<file path="config.mk">
export PLATFORM = sky130hd
export DESIGN_NAME = ncm_top
export DESIGN_NICKNAME = d
export VERILOG_FILES = /design/src/verilog/ncm_pkg.sv /design/src/verilog/ncm_nvreg.sv /design/src/verilog/ncm_top.sv
export VERILOG_INCLUDE_DIRS = /design/src /design/src/verilog
export SDC_FILE = /design/constraint.sdc
export NUM_CORES = 1
export LEC_CHECK = 0
export BUFFER_PORTS_ARGS = -buffer_cell sky130_fd_sc_hd__buf_4
export CAP_MARGIN = 10
export CORE_MARGIN = 2
export CORE_UTILIZATION = 54
export CTS_CLUSTER_SIZE = 28
export DETAILED_ROUTE_END_ITERATION = 10
export GPL_TIMING_DRIVEN = 0
export PLACE_DENSITY = 0.75
export SYNTH_ARGS = -nofsm -noshare
export SYNTH_HDL_FRONTEND = slang
export SYNTH_SLANG_ARGS = --single-unit
</file>
<file path="constraint.sdc">
create_clock -name clk_i -period 1.87 [get_ports clk_i]
set_clock_uncertainty 0.1 [all_clocks]
set_input_delay 0.187 -clock clk_i [delete_from_list [all_inputs] [get_ports clk_i]]
set_output_delay 0.187 -clock clk_i [all_outputs]
set_load 0.02 [all_outputs]
</file>
<file path="src/verilog/ncm_cfg.svh">
`ifndef NCM_CFG_SVH
`define NCM_CFG_SVH

// Widths of the stored word and of the multiplexed group
`define NCM_DATA_W 5
`define NCM_MUX_W 4
`define NCM_FIFTH_BIT 4
`define NCM_SYNC_W 9

// Fixed slave address and the reserved upper bits of a data byte
`define NCM_SLAVE_ADDR 7'h4E
`define NCM_RSVD_MSB 7
`define NCM_RSVD_LSB 5
`define NCM_RSVD_ZERO 3'h0
`define NCM_BYTE_BITS 4'h8
`define NCM_CNT_ZERO 4'h0
`define NCM_CNT_ONE 4'h1

// Nonvolatile write time; arbitrary default, the value is not documented
`define NCM_CLK_NS 8
`define NCM_WR_TIME_NS 5000
`define NCM_WR_CYCLES ((`NCM_WR_TIME_NS + `NCM_CLK_NS - 1) / `NCM_CLK_NS)
`define NCM_WR_CNT_W 10

// As-delivered contents of the stored word
`define NCM_NV_INIT 5'h00

`endif

</file>
<file path="src/verilog/ncm_pkg.sv">
`include "ncm_cfg.svh"

package ncm_pkg;

    typedef enum logic [2:0] {
        NCM_IDLE,
        NCM_ADDR,
        NCM_AACK,
        NCM_WDATA,
        NCM_WACK,
        NCM_RDATA,
        NCM_RACK
    } ncm_state_t;

    typedef struct packed {
        logic req;
        logic [`NCM_DATA_W-1:0] data;
    } ncm_wr_t;

    typedef struct packed {
        logic scl;
        logic sda;
    } ncm_line_t;

endpackage

</file>
<file path="src/verilog/ncm_nvreg.sv">
`timescale 1ns/100ps
`include "ncm_cfg.svh"

module ncm_nvreg (
    input wire logic clk_i,
    input wire logic rst_i,
    input wire ncm_pkg::ncm_wr_t wr_i,
    output logic [`NCM_DATA_W-1:0] data_o,
    output logic busy_o
);
    import ncm_pkg::*;

    localparam logic [`NCM_WR_CNT_W-1:0] WR_CYCLES =
        `NCM_WR_CNT_W'(`NCM_WR_CYCLES);

    // Stored bits are not reset: they model the nonvolatile array
    logic [`NCM_DATA_W-1:0] stored_r = `NCM_NV_INIT;
    logic [`NCM_DATA_W-1:0] stored_nxt;
    logic [`NCM_DATA_W-1:0] pend_r;
    logic [`NCM_DATA_W-1:0] pend_nxt;
    logic [`NCM_WR_CNT_W-1:0] cnt_r;
    logic [`NCM_WR_CNT_W-1:0] cnt_nxt;
    logic busy_r;
    logic busy_nxt;

    always_comb begin
        stored_nxt = stored_r;
        pend_nxt = pend_r;
        cnt_nxt = cnt_r;
        busy_nxt = busy_r;
        if (busy_r) begin
            if (cnt_r == WR_CYCLES) begin
                // Old contents stay visible until the write completes
                stored_nxt = pend_r;
                busy_nxt = 1'b0;
            end else begin
                cnt_nxt = cnt_r + `NCM_WR_CNT_W'(1);
            end
        end else if (wr_i.req) begin
            pend_nxt = wr_i.data;
            busy_nxt = 1'b1;
            cnt_nxt = `NCM_WR_CNT_W'(1);
        end
    end

    always_ff @(posedge clk_i) begin
        stored_r <= stored_nxt;
        pend_r <= pend_nxt;
        if (rst_i) begin
            cnt_r <= '0;
            busy_r <= 1'b0;
        end else begin
            cnt_r <= cnt_nxt;
            busy_r <= busy_nxt;
        end
    end

    assign data_o = stored_r;
    assign busy_o = busy_r;

endmodule

</file>
<file path="src/verilog/ncm_top.sv">
`timescale 1ns/100ps
`include "ncm_cfg.svh"

// Operation
// - Five stored bits: four muxed, one separate
// - Stored word reads zero as delivered
// - Stored word reached only over the serial port
// - Slave only, clock input, standard and fast
// - Write protect keeps stored word unchanged
// - Force-low input zeroes register-sourced outputs
// - Path select chooses pass inputs or register
// - Fifth output captured on path select rise
// - Fifth output held during nonvolatile write
// - Answer own fixed address only, no general call
// - Upper three bits zero; first valid byte commits
// - Commit needs write and protect low at ack
// - Address ignored, old value shown while writing
module ncm_top (
    input wire logic clk_i,
    input wire logic rst_i,
    input wire logic scl_i,
    input wire logic sda_i,
    output logic sda_o,
    output logic sda_oe_o,
    input wire logic wp_i,
    input wire logic force_low_n_i,
    input wire logic path_select_i,
    input wire logic [`NCM_MUX_W-1:0] pass_inputs_i,
    output logic [`NCM_MUX_W-1:0] selected_outputs_o,
    output logic held_fifth_output_o
);
    import ncm_pkg::*;

    ////////////////////////////////////////////////////////////////////////
    // Input synchronisers

    logic [`NCM_SYNC_W-1:0] raw;
    logic [`NCM_SYNC_W-1:0] meta_r;
    logic [`NCM_SYNC_W-1:0] sync_r;
    ncm_line_t line_s;
    ncm_line_t line_d_r;
    logic wp_s;
    logic fl_n_s;
    logic psel_s;
    logic [`NCM_MUX_W-1:0] pass_s;

    always_comb begin
        raw = {scl_i, sda_i, wp_i, force_low_n_i, path_select_i,
               pass_inputs_i};
    end

    // Not reset: three reset edges fill them from the pins, so the edge
    // detector starts from the real line levels and sees no false edge
    always_ff @(posedge clk_i) begin
        meta_r <= raw;
        sync_r <= meta_r;
        line_d_r <= line_s;
    end

    assign {line_s, wp_s, fl_n_s, psel_s, pass_s} = sync_r;

    ////////////////////////////////////////////////////////////////////////
    // Bus events

    logic scl_rise;
    logic scl_fall;
    logic start_ev;
    logic stop_ev;

    // SCL is only sensed, never driven
    assign scl_rise = line_s.scl & ~line_d_r.scl;
    assign scl_fall = ~line_s.scl & line_d_r.scl;
    assign start_ev = line_s.scl & line_d_r.scl & line_d_r.sda & ~line_s.sda;
    assign stop_ev = line_s.scl & line_d_r.scl & ~line_d_r.sda & line_s.sda;

    ////////////////////////////////////////////////////////////////////////
    // Nonvolatile store

    ncm_wr_t wr_r;
    ncm_wr_t wr_nxt;
    logic [`NCM_DATA_W-1:0] nv_data;
    logic nv_busy;

    ncm_nvreg u_nvreg (
        .clk_i(clk_i),
        .rst_i(rst_i),
        .wr_i(wr_r),
        .data_o(nv_data),
        .busy_o(nv_busy)
    );

    ////////////////////////////////////////////////////////////////////////
    // Serial slave

    ncm_state_t st_r;
    ncm_state_t st_nxt;
    logic [3:0] cnt_r;
    logic [3:0] cnt_nxt;
    logic [7:0] shift_r;
    logic [7:0] shift_nxt;
    logic rw_r;
    logic rw_nxt;
    logic nack_r;
    logic nack_nxt;
    logic have_r;
    logic have_nxt;
    logic wp_ok_r;
    logic wp_ok_nxt;
    logic [`NCM_DATA_W-1:0] data_r;
    logic [`NCM_DATA_W-1:0] data_nxt;
    logic oe_r;
    logic oe_nxt;
    logic [7:0] rd_byte;
    logic byte_valid;

    assign rd_byte = {`NCM_RSVD_ZERO, nv_data};
    assign byte_valid = (shift_r[`NCM_RSVD_MSB:`NCM_RSVD_LSB] ==
                         `NCM_RSVD_ZERO);

    always_comb begin
        st_nxt = st_r;
        cnt_nxt = cnt_r;
        shift_nxt = shift_r;
        rw_nxt = rw_r;
        nack_nxt = nack_r;
        have_nxt = have_r;
        wp_ok_nxt = wp_ok_r;
        data_nxt = data_r;
        oe_nxt = oe_r;
        wr_nxt = '0;
        if (stop_ev) begin
            // Commit once at stop, only for a protected-off write
            if (have_r && wp_ok_r && !rw_r) begin
                wr_nxt.req = 1'b1;
                wr_nxt.data = data_r;
            end
            st_nxt = NCM_IDLE;
            oe_nxt = 1'b0;
            have_nxt = 1'b0;
        end else if (start_ev) begin
            // A busy store leaves the bus unanswered
            st_nxt = nv_busy ? NCM_IDLE : NCM_ADDR;
            cnt_nxt = `NCM_CNT_ZERO;
            oe_nxt = 1'b0;
            have_nxt = 1'b0;
        end else begin
            case (st_r)
                NCM_ADDR, NCM_WDATA: begin
                    if (scl_rise) begin
                        shift_nxt = {shift_r[6:0], line_s.sda};
                        cnt_nxt = cnt_r + `NCM_CNT_ONE;
                    end else if (scl_fall && cnt_r == `NCM_BYTE_BITS) begin
                        if (st_r == NCM_WDATA) begin
                            // Every data byte is acknowledged
                            oe_nxt = 1'b1;
                            st_nxt = NCM_WACK;
                        end else if (shift_r[7:1] == `NCM_SLAVE_ADDR &&
                                     !nv_busy) begin
                            oe_nxt = 1'b1;
                            rw_nxt = shift_r[0];
                            st_nxt = NCM_AACK;
                        end else begin
                            st_nxt = NCM_IDLE;
                        end
                    end
                end
                NCM_AACK, NCM_RACK: begin
                    if (scl_rise) begin
                        nack_nxt = line_s.sda;
                    end else if (scl_fall) begin
                        cnt_nxt = `NCM_CNT_ZERO;
                        if (st_r == NCM_RACK && nack_r) begin
                            oe_nxt = 1'b0;
                            st_nxt = NCM_IDLE;
                        end else if (rw_r) begin
                            shift_nxt = rd_byte;
                            oe_nxt = ~rd_byte[7];
                            st_nxt = NCM_RDATA;
                        end else begin
                            oe_nxt = 1'b0;
                            st_nxt = NCM_WDATA;
                        end
                    end
                end
                NCM_WACK: begin
                    if (scl_fall) begin
                        oe_nxt = 1'b0;
                        cnt_nxt = `NCM_CNT_ZERO;
                        st_nxt = NCM_WDATA;
                        // Protect is judged at the end of this ack pulse
                        if (byte_valid && !have_r) begin
                            have_nxt = 1'b1;
                            data_nxt = shift_r[`NCM_DATA_W-1:0];
                            wp_ok_nxt = ~wp_s;
                        end
                    end
                end
                NCM_RDATA: begin
                    if (scl_rise) begin
                        cnt_nxt = cnt_r + `NCM_CNT_ONE;
                    end else if (scl_fall) begin
                        if (cnt_r == `NCM_BYTE_BITS) begin
                            oe_nxt = 1'b0;
                            st_nxt = NCM_RACK;
                        end else begin
                            shift_nxt = {shift_r[6:0], 1'b0};
                            oe_nxt = ~shift_r[6];
                        end
                    end
                end
                default: begin
                    oe_nxt = 1'b0;
                end
            endcase
        end
    end

    always_ff @(posedge clk_i) begin
        if (rst_i) begin
            st_r <= NCM_IDLE;
            cnt_r <= `NCM_CNT_ZERO;
            shift_r <= '0;
            rw_r <= 1'b0;
            nack_r <= 1'b0;
            have_r <= 1'b0;
            wp_ok_r <= 1'b0;
            data_r <= '0;
            oe_r <= 1'b0;
            wr_r <= '0;
        end else begin
            st_r <= st_nxt;
            cnt_r <= cnt_nxt;
            shift_r <= shift_nxt;
            rw_r <= rw_nxt;
            nack_r <= nack_nxt;
            have_r <= have_nxt;
            wp_ok_r <= wp_ok_nxt;
            data_r <= data_nxt;
            oe_r <= oe_nxt;
            wr_r <= wr_nxt;
        end
    end

    // Open drain: only ever pulls low
    assign sda_o = 1'b0;
    assign sda_oe_o = oe_r;

    ////////////////////////////////////////////////////////////////////////
    // Output multiplexer

    logic [`NCM_MUX_W-1:0] sel_r;
    logic [`NCM_MUX_W-1:0] sel_nxt;
    logic fifth_r;
    logic fifth_nxt;
    logic held_r;
    logic held_nxt;
    logic psel_d_r;

    always_comb begin
        held_nxt = held_r;
        if (psel_s && !psel_d_r) begin
            held_nxt = fifth_r;
        end
        if (psel_s) begin
            // Force-low has no say while passing through
            sel_nxt = pass_s;
            fifth_nxt = held_nxt;
        end else if (fl_n_s) begin
            // Store output changes only at write completion
            sel_nxt = nv_data[`NCM_MUX_W-1:0];
            fifth_nxt = nv_data[`NCM_FIFTH_BIT];
        end else begin
            sel_nxt = '0;
            fifth_nxt = 1'b0;
        end
    end

    always_ff @(posedge clk_i) begin
        if (rst_i) begin
            sel_r <= '0;
            fifth_r <= 1'b0;
            held_r <= 1'b0;
            // Track the pin so a select already high is no rising edge
            psel_d_r <= psel_s;
        end else begin
            sel_r <= sel_nxt;
            fifth_r <= fifth_nxt;
            held_r <= held_nxt;
            psel_d_r <= psel_s;
        end
    end

    // Levels are steady before processor reset release if path select is low
    assign selected_outputs_o = sel_r;
    assign held_fifth_output_o = fifth_r;

endmodule

</file>
After elaboration in Yosys (flattened, before gate mapping) --
Index checks and enable logic that the tools add are counted.
Cells by class: $add $sub $neg 2, equality and inequality tests 31, muxes and demuxes 54, bitwise logic cells 19, reductions and logical operators 34
Operators with widths (count):
- two-way mux 8 bit | 8
- two-way mux 3 bit | 12
- two-way mux 10 bit | 3
- inequality test 3 bit, second input constant | 9
- two-way mux 4 bit | 6
- inequality test 2 bit, second input constant | 12
- one-hot mux 8 bit (3 select lines) | 1
- two-way mux 1 bit | 19
- inverter 1 bit | 12
- one-hot mux 3 bit (4 select lines) | 1
- one-hot mux 4 bit (3 select lines) | 1
- AND reduction 11 bit | 1
- adder 10 x 1 -> 10 bit, second input constant | 1
- equality test 10 bit, second input constant | 1
- equality test 3 bit, second input constant | 3
- AND reduction 9 bit | 1
- OR reduction 3 bit | 3
- AND reduction 4 bit | 2
- AND reduction 8 bit | 1
- OR reduction 2 bit | 4
- AND 1 bit | 7
- equality test 7 bit, second input constant | 1
- logical AND 1 bit | 7
- AND reduction 7 bit | 1
- 17 further kinds | 23
Word-level totals: register bits 79, input bits 11, word-level logic and storage cells 163

Logic depth before layout (Yosys ltp) --
depth after elaboration 8, mapped depth 6, depth with buffers taken out 6

Modules after synthesis --
A second synthesis with hierarchy kept.
Second synthesis, totals: cell total of the unflattened synthesis 331, area total of the unflattened synthesis 3319.4 um^2
By module, submodules not included:
- ncm_top | times used 1, cells an instance 244, area each 2367.3 um^2, seq. area each 1161.1 um^2
- ncm_nvreg | times used 1, cells an instance 87, area each 952.2 um^2, seq. area each 520.5 um^2

Least setup slack after synthesis --
OpenSTA, ideal clock, no wires.
path type flip-flop to flip-flop, start register u_nvreg.cnt_r[2], end register u_nvreg.stored_r[0] (netlist: u_nvreg.data_o[0]) (enable), data arrival time 1.450 ns, path slack -0.062 ns, stages on the path, launching flop included 3, path buffers 0, cell sequence dfxtp_1 > or4_4 > nor4_1
On the way: cells in the longest elaborated chain, start to end 2
Ends and longest elaborated chain:
- from (decl) | line ncm_nvreg.sv:21 | logic [`NCM_WR_CNT_W-1:0] cnt_r;
- from (signal assigned) | line ncm_nvreg.sv:53 | cnt_r <= cnt_nxt;
- equality test 10 bit | line ncm_nvreg.sv:32 | if (cnt_r == WR_CYCLES) begin
- AND reduction 2 bit (no source line)
- to (signal assigned) | line ncm_nvreg.sv:47 | stored_r <= stored_nxt;
- to (decl) | line ncm_nvreg.sv:17 | logic [`NCM_DATA_W-1:0] stored_r = `NCM_NV_INIT;
Every way passes these cells. A chain may end at the register's enable or synchronous reset.

Worst setup path in the final report --
start register sync_r[8], end register shift_r[0]
On the way: cells in the longest elaborated chain, start to end 5
Ends and longest elaborated chain:
- from (decl) | line ncm_top.sv:39 | logic [`NCM_SYNC_W-1:0] sync_r;
- from (signal assigned) | line ncm_top.sv:56 | sync_r <= meta_r;
- AND 1 bit | line ncm_top.sv:73, ncm_top.sv:74
- AND 1 bit (on tied branches) (2 in a row) | line ncm_top.sv:73, ncm_top.sv:74
- inverter 1 bit (no source line)
- AND reduction 11 bit (no source line) (*)
- to (signal assigned) | line ncm_top.sv:233 | shift_r <= shift_nxt;
- to (decl) | line ncm_top.sv:99 | logic [7:0] shift_r;
Every way passes the cells marked *; elsewhere a longest branch is shown, timed or not.

==> impl_metrics.env <==
export IMPL_fin_util_pct=68.43
export IMPL_antennaDiodeCount=0
export IMPL_numCtsBuffers=9
export IMPL_finalSetupViolations=2
export IMPL_yosys_warnings=0
export IMPL_place_congestion=0.8768
export IMPL_drtIter0Drc=187
export IMPL_ctsRootBufferMaster="clkbuf_8"
export IMPL_vdd_drop_max_mv=0.8652
export IMPL_ios=18
export IMPL_cp_arrival_ns=2.03
export IMPL_synth_seq_cells=79
export IMPL_hold_class="input port to register"
export IMPL_end_kind="register"
export IMPL_avgViaCountPerCell=5.683
export IMPL_ys_types=63
export IMPL_grt_max_degree=15
export IMPL_vias=2597
export IMPL_p_leak_nw=1.472
export IMPL_synth_cell_area_um2=3267
export IMPL_fin_nets=392
export IMPL_critPathLaunchType="register"
export IMPL_die_area_um2=6688
export IMPL_drive_gt1_share_pct=25.39
export IMPL_p_total_mw=3.344
export IMPL_antenna_found_initial=0
export IMPL_crit_fanout=6
export IMPL_dr_pass1_iters=4
export IMPL_dp_hpwl_um=4791
export IMPL_worstPathRequired_ns=2.01
export IMPL_dieHeight_um=81.78
export IMPL_cts_buffer_depth=2
export IMPL_relSlewSlack_pct=56.49
export IMPL_wire_per_inst_um=16.16
export IMPL_port_buffer_count=16
export IMPL_syn_to_final_growth_pct=23.29
export IMPL_avgSynthCellArea_um2=9.960
export IMPL_ys_seq_area_share_pct=51.47
export IMPL_synthesis_nets=343
export IMPL_clk_pin_slew_worst_paths_ns=0.08
export IMPL_row_count=28
export IMPL_routed_wl_um=7385
export IMPL_grt_pass1_vias=2340
export IMPL_period_share_pct=100.6
export IMPL_netlist_instances=328
export IMPL_violations="setup timing"
export IMPL_antenna_left=0
export IMPL_tightest_slew_ns=0.6526
export IMPL_synth_edf_count=10
export IMPL_grt_pass1_wl_um=11590
export IMPL_cts_tree="done"
export IMPL_grt_use_total_pct=23.49
export IMPL_clk_latency_ns=0.36
export IMPL_chipWidth_um=81.78
export IMPL_synth_flop_cell="dfxtp_1"
export IMPL_rsz0062_at_grt="yes"
export IMPL_start_util_pct=55.51
export IMPL_max_freq_mhz=531.8
export IMPL_pwr_density_cell_nw_per_um2=830.2
export IMPL_htreeDepth=3
export IMPL_slew_viol_final=0
export IMPL_clock_sinks=79
export IMPL_grt_ovfl_total=0
export IMPL_fin_crit_ns=1.880
export IMPL_status="finished with violations"
export IMPL_hold_violations=0
export IMPL_drv_cap=0
export IMPL_dp_slack_ns=-0.1320
export IMPL_rrSetupSlack_ns=-0.01
export IMPL_core_um2=5886
export IMPL_critical_path_class="register to register"
export IMPL_async_flop_share_pct=0
export IMPL_setup_ws_ns=-0.01041
export IMPL_drc=0
## kinds of logic (layout without fill, tap and decap cells)
logic type | after synthesis | count (layout) | share of synthesized area, %
AND/OR/NAND/NOR | 135 | 135 | 22.75
buffers and inverters | 23 | 77 | 3.217
XOR/XNOR | 3 | 3 | 0.8044
adder cells (fa/ha/maj) | 4 | 4 | 1.532
multiplexers | 17 | 17 | 5.821
flip-flops | 79 | 79 | 51.47
other | 1 | 1 | 0.1148
AO/OA/AOI/OAI | 66 | 66 | 14.29
## where the power goes
part | internal (mW) | total [mW] | leakage [nW] | switching (mW)
registers | 1.74 | 1.76 | 0.667 | 0.0186
logic | 0.0873 | 0.183 | 0.694 | 0.0956
clock network | 0.762 | 1.40 | 0.111 | 0.640
total | 2.59 | 3.34 | 1.47 | 0.754
## cell type report
type                       count  area (um2)
buffer                        15       100.1
clock buffer                  10       127.6
clock inverter                 6       91.34
fill                         450        1858
inverter                       7       26.28
multi-input combinational    226        1573
sequential                    79        1700
tap                           75       93.84
timing repair buffer          39       315.3
## cell usage in the layout, fill, tap and decap left out, drive strengths merged, types with 5 or more instances in the layout
| cell type | synthesis | layout |
|---|---|---|
| nor2 | 35 | 35 |
| nor3 | 5 | 5 |
| dlygate4sd3 | 0 | 10 |
| a21oi | 23 | 23 |
| dfxtp | 69 | 69 |
| inv | 7 | 9 |
| nand2 | 28 | 28 |
| edfxtp | 10 | 10 |
| nor2b | 10 | 10 |
| mux2i | 10 | 10 |
| nand2b | 11 | 11 |
| clkbuf | 9 | 20 |
| nand3 | 8 | 8 |
| mux2 | 7 | 7 |
| o21ai | 7 | 7 |
| and2 | 6 | 6 |
| buf | 7 | 34 |
## synth_stat cells (3+ instances only)
| library cell | count | share of area (%) |
|---|---|---|
| mux2_2 | 4 | 1.4 |
| ha_1 | 4 | 1.5 |
| clkbuf_1 | 8 | 0.92 |
| mux2_4 | 3 | 1.4 |
| mux2i_1 | 10 | 3.1 |
| nand3_1 | 8 | 1.2 |
| o21ai_0 | 7 | 1.1 |
| and2_1 | 6 | 1.1 |
| nor2_1 | 35 | 4.0 |
| a21oi_1 | 23 | 3.5 |
| a311oi_1 | 4 | 1.1 |
| buf_4 | 4 | 0.92 |
| o31ai_1 | 3 | 0.69 |
| nand4b_1 | 3 | 0.80 |
| a31oi_1 | 4 | 0.77 |
| nand2b_1 | 11 | 2.1 |
| edfxtp_1 | 10 | 9.2 |
| or3_1 | 4 | 0.77 |
| nor3_1 | 5 | 0.77 |
| nor4_1 | 3 | 0.57 |
| dfxtp_1 | 69 | 42 |
| nor2b_1 | 10 | 1.9 |
| a211oi_1 | 3 | 0.69 |
| inv_1 | 7 | 0.80 |
| nand2_1 | 28 | 3.2 |
## flip-flops by register name, indices dropped and copies added, names as in the netlist
signal / cells
u_nvreg.pend_r: 5
data_r: 5
held_r: 1
selected_outputs_o: 4
u_nvreg.busy_o: 1
sda_oe_o: 1
u_nvreg.cnt_r: 10
nack_r: 1
line_d_r: 2
held_fifth_output_o: 1
u_nvreg.data_o: 5
meta_r: 9
wp_ok_r: 1
shift_r: 8
psel_d_r: 1
cnt_r: 4
have_r: 1
wr_r: 6
rw_r: 1
sync_r: 9
st_r: 3
## what timing repair did
action / 4_1_cts / 5_1_grt
endpoints found under the hold margin: 10 / 0
pin swaps: 4 / 3
endpoints found under the setup margin: 20 / 18
gates cloned: 0 / 0
resized for setup: 16 / 25
hold buffers: 10 / 0
buffers inserted: 6 / 7
## through the flow
step	setup TNS, ns	hold slack [ns]	cell area (um2)	std cells
6_report	-0.01940	0.07167	4028	457
5_1_grt	-0.08640	0.08578	4028	457
4_1_cts	-0.03105	0.05138	3899	450
3_5_place_dp	-1.101	0.1928	3488	419
3_3_place_gp	-0.5159	0.1912	3488	419
2_1_floorplan	0	0.1147	3274	328
## per-layer routing
layer	GRT usage [%]	vias to the layer above	wire length, um
met5	0	-	0
met4	8.000	0	89
met3	5.604	11	410
met2	38.94	68	3661
met1	30.05	1248	3223
li1	-	1270	-
## path summary, 6_finish.rpt
| kind | end | depth (start not counted) | start |
|---|---|---|---|
| setup / recovery | shift_r[0] | 4 | sync_r[8] |
| hold / removal | shift_r[6] | 4 | rst_i |
| setup reg to reg | shift_r[0] | 4 | sync_r[8] |
| hold reg to reg | sync_r[8] | 0 | meta_r[8] |
## worst max-delay path: stages (launching register included)
cell and delay (ns):
dfxtp_4 0.36, and2b_2 0.28, o221ai_4 0.13, or4_4 0.58, mux2_4 0.32
No activity file was read; power rests on OpenSTA's default activity.
